File: config.mk
export PLATFORM = sky130hd
export DESIGN_NAME = dtr_timing
export DESIGN_NICKNAME = d
export VERILOG_FILES = /design/src/dtr_timing.v
export VERILOG_INCLUDE_DIRS = /design/src
export SDC_FILE = /design/constraint.sdc
export NUM_CORES = 1
export LEC_CHECK = 0
export ABC_AREA = 1
export BUFFER_PORTS_ARGS = -buffer_cell sky130_fd_sc_hd__buf_2
export CAP_MARGIN = 20
export CORE_MARGIN = 5
export CORE_UTILIZATION = 37
export DETAILED_ROUTE_END_ITERATION = 16
export GPL_TIMING_DRIVEN = 1
export SLEW_MARGIN = 20
export SYNTH_ARGS = -nofsm -noshare
export SYNTH_HDL_FRONTEND = slang
export SYNTH_SLANG_ARGS = --single-unit
File: constraint.sdc
create_clock -name clk -period 6.25 [get_ports clk]
set_input_delay 0.625 -clock clk [delete_from_list [all_inputs] [get_ports clk]]
set_output_delay 0.625 -clock clk [all_outputs]
set_load 0.02 [all_outputs]
File: src/dtr_regs.vh
`ifndef DTR_REGS_VH
`define DTR_REGS_VH

// write leveling
`define DTR_LVL_FIRST_STROBE_WAIT 40
`define DTR_LVL_OUT_DELAY_PS 9000
`define DTR_LVL_OUT_DELAY_FAST_PS 7500
`define DTR_CLK_PERIOD_PS 8000

// dll-off write recovery
`define DTR_WR_MIN_CK 4
`define DTR_WR_MIN_PS 15000

// write recovery start offsets after write latency
`define DTR_WR_START_BL8 4
`define DTR_WR_START_BC4_FIXED 2

// latency field and counter widths
`define DTR_LAT_W 5
`define DTR_CNT_W 8

`endif

File: src/dtr_timing.v
`timescale 1ns/1ps
`default_nettype none
`include "dtr_regs.vh"
// Contract
// - leveling feedback appears on data no later than 9 ns, or 7.5 ns at the fastest grade; the code takes 4 clocks after the sampled strobe in either grade.
// - with the dll off, read strobe timing refers to the edge cas+additive-1 clocks after READ.
// - the device accepts commands spaced by the rounded-up clock count of a time limit.
// - auto-precharge is held off until the minimum row active time since activate has passed.
// - with the dll off, write recovery is met after the larger of 4 clocks or 15 ns.
// - write recovery starts 4 clocks after write latency, or 2 for mode-fixed chop-four.
module dtr_timing #(
	parameter FAST_GRADE = 0,
	parameter ROW_ACTIVE_MIN_TIME = 5,
	parameter WRITE_RECOVERY_TIME = 2
) (
	input wire clk, // system clock
	input wire sys_rst, // sync reset, active high
	input wire clk_en, // freezes state when low
	input wire leveling_en, // write leveling mode
	input wire strobe_pin, // data strobe from pin
	input wire ck_level_pin, // memory clock level from pin
	input wire dll_off_mode, // dll disabled
	input wire burst_chop_fixed, // chop-four fixed by mode setting
	input wire [`DTR_LAT_W-1:0] cas_read_latency, // read latency
	input wire [`DTR_LAT_W-1:0] additive_latency, // additive latency
	input wire [`DTR_LAT_W-1:0] write_latency, // write latency
	input wire activate_cmd, // activate pulse
	input wire read_cmd, // read pulse
	input wire write_cmd, // write pulse
	input wire autoprecharge, // with read/write: auto-precharge
	output reg [7:0] dq_out, // leveling feedback data
	output reg dq_oe, // data pins driven
	output reg read_ref_edge, // strobe_to_clock_skew reference edge
	output reg precharge_issue, // internal precharge pulse
	output reg write_recovery_done // write recovery met
);

	// ---------------------------------------------------------------
	// derived counts
	// ---------------------------------------------------------------
	localparam OUT_PS = FAST_GRADE ? `DTR_LVL_OUT_DELAY_FAST_PS : `DTR_LVL_OUT_DELAY_PS;
	localparam OUT_CK_RAW = OUT_PS / `DTR_CLK_PERIOD_PS;
	localparam OUT_CK = (OUT_CK_RAW < 1) ? 1 : OUT_CK_RAW;
	localparam WR_CK_T = (`DTR_WR_MIN_PS + `DTR_CLK_PERIOD_PS - 1) / `DTR_CLK_PERIOD_PS;
	localparam DLL_WR_CK = (WR_CK_T > `DTR_WR_MIN_CK) ? WR_CK_T : `DTR_WR_MIN_CK;
	localparam CW = `DTR_CNT_W;

	// ---------------------------------------------------------------
	// pin synchronisers
	// ---------------------------------------------------------------
	reg [2:0] dqs_sync_q;
	reg [2:0] ck_sync_q;
	reg dqs_prev_q;
	wire dqs_stable = dqs_sync_q[1] == dqs_sync_q[2];
	wire ck_stable = ck_sync_q[1] == ck_sync_q[2];

	always @(posedge clk)
	begin
		if (sys_rst)
		begin
			dqs_sync_q <= 3'h0;
			ck_sync_q <= 3'h0;
			dqs_prev_q <= 1'b0;
		end
		else if (clk_en)
		begin
			dqs_sync_q <= {dqs_sync_q[1:0], strobe_pin};
			ck_sync_q <= {ck_sync_q[1:0], ck_level_pin};
			if (dqs_stable)
				dqs_prev_q <= dqs_sync_q[2];
		end
	end

	wire dqs_rise = dqs_stable && dqs_sync_q[2] && !dqs_prev_q;

	// ---------------------------------------------------------------
	// write leveling feedback
	// ---------------------------------------------------------------
	reg [CW-1:0] lvl_cnt_q;
	reg lvl_bit_q;
	reg lvl_pend_q;

	always @(posedge clk)
	begin
		if (sys_rst)
		begin
			lvl_cnt_q <= {CW{1'b0}};
			lvl_bit_q <= 1'b0;
			lvl_pend_q <= 1'b0;
			dq_out <= 8'h00;
			dq_oe <= 1'b0;
		end
		else if (clk_en)
		begin
			dq_oe <= leveling_en;
			if (!leveling_en)
			begin
				lvl_pend_q <= 1'b0;
				dq_out <= 8'h00;
			end
			else if (dqs_rise)
			begin
				lvl_bit_q <= ck_stable ? ck_sync_q[2] : lvl_bit_q;
				lvl_pend_q <= 1'b1;
				lvl_cnt_q <= {CW{1'b0}};
			end
			else if (lvl_pend_q)
			begin
				if (lvl_cnt_q == OUT_CK[CW-1:0] - 8'h01)
				begin
					dq_out <= {8{lvl_bit_q}};
					lvl_pend_q <= 1'b0;
				end
				lvl_cnt_q <= lvl_cnt_q + 8'h01;
			end
		end
	end

	// ---------------------------------------------------------------
	// dll-off read reference edge
	// ---------------------------------------------------------------
	reg [CW-1:0] rd_cnt_q;
	reg rd_act_q;
	wire [CW-1:0] rd_target = {3'h0, cas_read_latency} + {3'h0, additive_latency} - 8'h01;

	always @(posedge clk)
	begin
		if (sys_rst)
		begin
			rd_cnt_q <= {CW{1'b0}};
			rd_act_q <= 1'b0;
			read_ref_edge <= 1'b0;
		end
		else if (clk_en)
		begin
			read_ref_edge <= 1'b0;
			if (read_cmd && dll_off_mode)
			begin
				rd_act_q <= 1'b1;
				rd_cnt_q <= 8'h01;
			end
			else if (rd_act_q)
			begin
				if (rd_cnt_q == rd_target)
				begin
					read_ref_edge <= 1'b1;
					rd_act_q <= 1'b0;
				end
				rd_cnt_q <= rd_cnt_q + 8'h01;
			end
		end
	end

	// ---------------------------------------------------------------
	// row active timer and auto-precharge hold-off
	// ---------------------------------------------------------------
	reg [CW-1:0] ras_cnt_q;
	reg ap_pend_q;
	wire ras_met = ras_cnt_q >= ROW_ACTIVE_MIN_TIME[CW-1:0];

	// ---------------------------------------------------------------
	// write recovery
	// ---------------------------------------------------------------
	reg [CW-1:0] wr_cnt_q;
	reg wr_act_q;
	reg wr_rec_q;
	reg wr_ap_q;
	localparam [CW-1:0] WR_OFF_BC4 = `DTR_WR_START_BC4_FIXED;
	localparam [CW-1:0] WR_OFF_BL8 = `DTR_WR_START_BL8;
	wire [CW-1:0] wr_off = burst_chop_fixed ? WR_OFF_BC4 : WR_OFF_BL8;
	wire [CW-1:0] wr_start = {3'h0, write_latency} + wr_off;
	wire [CW-1:0] wr_need = dll_off_mode ? DLL_WR_CK[CW-1:0] : WRITE_RECOVERY_TIME[CW-1:0];
	// last cycle of a recovery, not overridden by a new write
	wire wr_end = !write_cmd && wr_act_q && wr_rec_q && (wr_cnt_q >= wr_need);

	always @(posedge clk)
	begin
		if (sys_rst)
		begin
			wr_cnt_q <= {CW{1'b0}};
			wr_act_q <= 1'b0;
			wr_rec_q <= 1'b0;
			wr_ap_q <= 1'b0;
			write_recovery_done <= 1'b1;
		end
		else if (clk_en)
		begin
			if (write_cmd)
			begin
				wr_act_q <= 1'b1;
				wr_rec_q <= 1'b0;
				wr_ap_q <= autoprecharge;
				wr_cnt_q <= 8'h01;
				write_recovery_done <= 1'b0;
			end
			else if (wr_act_q)
			begin
				wr_cnt_q <= wr_cnt_q + 8'h01;
				if (!wr_rec_q && wr_cnt_q == wr_start)
				begin
					wr_rec_q <= 1'b1;
					wr_cnt_q <= 8'h01;
				end
				else if (wr_rec_q && wr_cnt_q >= wr_need)
				begin
					wr_act_q <= 1'b0;
					wr_ap_q <= 1'b0; // hand auto-precharge over once
					write_recovery_done <= 1'b1;
				end
			end
		end
	end

	always @(posedge clk)
	begin
		if (sys_rst)
		begin
			ras_cnt_q <= {CW{1'b0}};
			ap_pend_q <= 1'b0;
			precharge_issue <= 1'b0;
		end
		else if (clk_en)
		begin
			precharge_issue <= 1'b0;
			if (activate_cmd)
				ras_cnt_q <= 8'h01;
			else if (!ras_met)
				ras_cnt_q <= ras_cnt_q + 8'h01;
			if ((read_cmd && autoprecharge) || (wr_end && wr_ap_q))
				ap_pend_q <= 1'b1;
			else if (ap_pend_q && ras_met)
			begin
				ap_pend_q <= 1'b0;
				precharge_issue <= 1'b1;
			end
		end
	end

endmodule // dtr_timing
`default_nettype wire

==> flow_summary.toml <==
[floorplan]
ioPinCount = 39
design.core.area_mm2 = 0.00781
die-area_mm2 = 0.0100
fp.dieH_um = 100
rows = 32
dieWidth_um = 100
start_util = 0.385

[power]
switching_share = 0.266
p_leak_nw = 1.58
p_seq_frac = 0.492
p_per_area_mw_per_mm2 = 206
power.internal_w = 0.000508
switchingPower_w = 0.000184
clock_power_share = 0.353
power_w = 0.000692
ir_drop_mv = 0.0674
comb_power_share = 0.155

[clock_network]
hold_buffers = 0
clkTransAtPathRegs_ps = 100
tritoncts = "built"
cts_inserted_buffers = 5
cts.sinks = 51
root_buffer = "clkbuf_8"
cts_setup_buffers = 0
cts_resized = 0
htree_levels = 2
clockBufferDepth = 2
clock_latency_ps = 300

[synthesis]
synth_flop_cell = "dfxtp_1"
synth_edf_count = 0
syn-num-nets = 474
avgSynthCellArea_um2 = 7.09
synth.cell_area_mm2 = 0.00301
synth-seq-area-share = 0.340
netlist_instances = 424
ys_ff_latch = 51
synth_top_area_frac = 0.340
synth_cell_types = 35
async_flop_share = 0
synth_top_cell_by_area = "dfxtp_1"
synth_area_leaders = "dfxtp_1 34%, nand2_1 9.5%, ha_1 8.7%"
synth_warnings = 0

[grt]
grt_pass1_vias = 2364
grt_max_degree = 20
grt_use_total = 0.121
grt-ovfl-total = 0
antenna_found_initial = 0
grt_pass1_wl_um = 10300

[final_layout]
nets = 506
area_delta_synth_final_pct = 11.7
drive_above_1_share = 0.149
num_antenna_cells = 0
final_cell_mix = "76 x nand2_1, 61 x inv_1, 56 x nor2_1"
fillCellCount = 843
final_common_cell = "nand2_1"
stdcell_count = 559

[flow_run]
maxCapViolations = 0

[worst_setup_path]
cp_cell_sequence = "buf_2 > inv_1 > ha_1 > inv_1 > ha_1 > inv_1 > fa_1 > nand2_1 > inv_1 > nor2_1 > nand3_1 > nor2_1 > nand2_1 > nor2_1 > nand3_1 > nand2_1 > a21oi_1"
cp_max_fo = 3
crit_family = "adder cells"
endpoint_kind = "flip-flop"
crit_buf_inv = 5
arrival_ps = 2540
slowest_stage = "fa_1"
crit_path_max_incr_delay_ps = 450
start_kind = "input port"
worst_path_most_repeated_cell = "inv_1"
crit_type = "in2reg"
required_ps = 6430

[timing]
slew_viol_final = 0
tightest_slew_ps = 417
slew_headroom = 0.722
setup_viol = 0
post-route-min-period_ps = 2360
tns_ps = 0
clock_skew_ps = 4.76
finalCritPeriodShare = 0.377
max_freq_mhz = 424
rsz0062_at_grt = "false"
final_hold_viol_count = 0

[placed_design]
place_congestion = 0.817
place.detailed.hpwl_um = 4610
placed_cells = 551
port_buffers = 38

[drt]
ant_nets = 0
drt-total-wl_um = 5800
first_pass_iters = 6
viasPerCell = 4.64
wire_per_inst_um = 10.4
vias = 2592
drt_iter0_drc = 96
drc = 0

[run_status]
status = "finished clean"

[hold_path]
hp-class = "reg2reg"
==> cell type report <==
class	count	area, um^2	area share
Clock inverter	2	38.8	0.0115
Clock buffer	6	82.6	0.0246
Tap cell	102	128	0.0380
Multi-Input combinational cell	293	1640	0.489
Sequential cell	51	1020	0.304
Inverter	67	255	0.0760
Timing Repair Buffer	38	190	0.0566
==> worst paths after layout <==
path | startpoint | end | slack (ps) | depth (start not counted)
setup / recovery | cas_read_latency[1] | rd_act_q | 3890 | 17
hold / removal | ras_cnt_q[4] | ras_cnt_q[4] | 450 | 2
setup reg to reg | ras_cnt_q[0] | ras_cnt_q[2] | 4510 | 9
hold reg to reg | ras_cnt_q[4] | ras_cnt_q[4] | 450 | 2
==> per-stage QoR <==
stage / util / worst slack, ps / cell area, um^2 / hold WS (ps)
3_3_place_gp: 0.415 / 3620 / 3240 / 427
3_5_place_dp: 0.415 / 3560 / 3240 / 427
5_1_grt: 0.430 / 3680 / 3360 / 477
2_1_floorplan: - / 3830 / 3010 / 417
6_report: 0.430 / 3890 / 3360 / 446
4_1_cts: 0.430 / 3900 / 3360 / 444
==> routing by layer <==
metal	track usage	vias up	share of wire
met5	0	-	0
met4	0.0218	0	0.0050
met3	0.0299	2	0.031
met2	0.203	22	0.47
met1	0.161	1157	0.49
li1	-	1411	-
==> cell usage after synthesis (2+ instances only) <==
| cell | n |
|---|---|
| xor2_1 | 9 |
| xnor2_1 | 6 |
| nand3b_1 | 2 |
| o21ai_1 | 2 |
| o211ai_1 | 2 |
| nand3_1 | 22 |
| nor2_2 | 5 |
| o21ai_0 | 27 |
| nand4_1 | 10 |
| buf_4 | 8 |
| nand2_2 | 3 |
| ha_1 | 21 |
| dfxtp_1 | 51 |
| nor3_1 | 6 |
| a21oi_1 | 31 |
| nor2_1 | 56 |
| nand2_1 | 76 |
| inv_1 | 61 |
| clkbuf_1 | 4 |
| nand4_2 | 2 |
| fa_1 | 2 |
| nand2_4 | 3 |
| inv_2 | 3 |
==> worst register-to-register path: stages (launching register included) <==
cell,delay [ps]
dfxtp_1,420
inv_1,80
ha_1,190
a21oi_1,150
nand3b_1,200
nor2_1,70
nor2_2,280
inv_2,70
a21oi_1,130
nor2_1,50
==> logic make-up (layout without fill, tap and decap cells) <==
group / after synthesis / in the layout / synth area share
adders and majority gates: 23 / 23 / 0.101
AOI/OAI and AO/OA: 66 / 66 / 0.118
buffers and inverters: 80 / 113 / 0.114
and+or+nand+nor: 189 / 189 / 0.285
xor gates and xnor gates: 15 / 15 / 0.0437
DFF: 51 / 51 / 0.340
==> state kept, by name, indices dropped and copies added, names as in the netlist, 3 cells and up <==
name	count
ras_cnt_q	8
rd_cnt_q	8
lvl_cnt_q	8
dqs_sync_q	3
ck_sync_q	3
wr_cnt_q	8
==> power groups by stage <==
stage          combinational, W  clock (W)  sequential (W)
6_report               0.000107   0.000244        0.000340
4_1_cts                0.000109   0.000254        0.000340
3_5_place_dp           0.000109          0        0.000348
3_3_place_gp           0.000106          0        0.000347
5_1_grt                0.000126   0.000268        0.000342
2_1_floorplan         0.0000816          0        0.000347
Note: power is estimated with default switching activity, not from simulation.
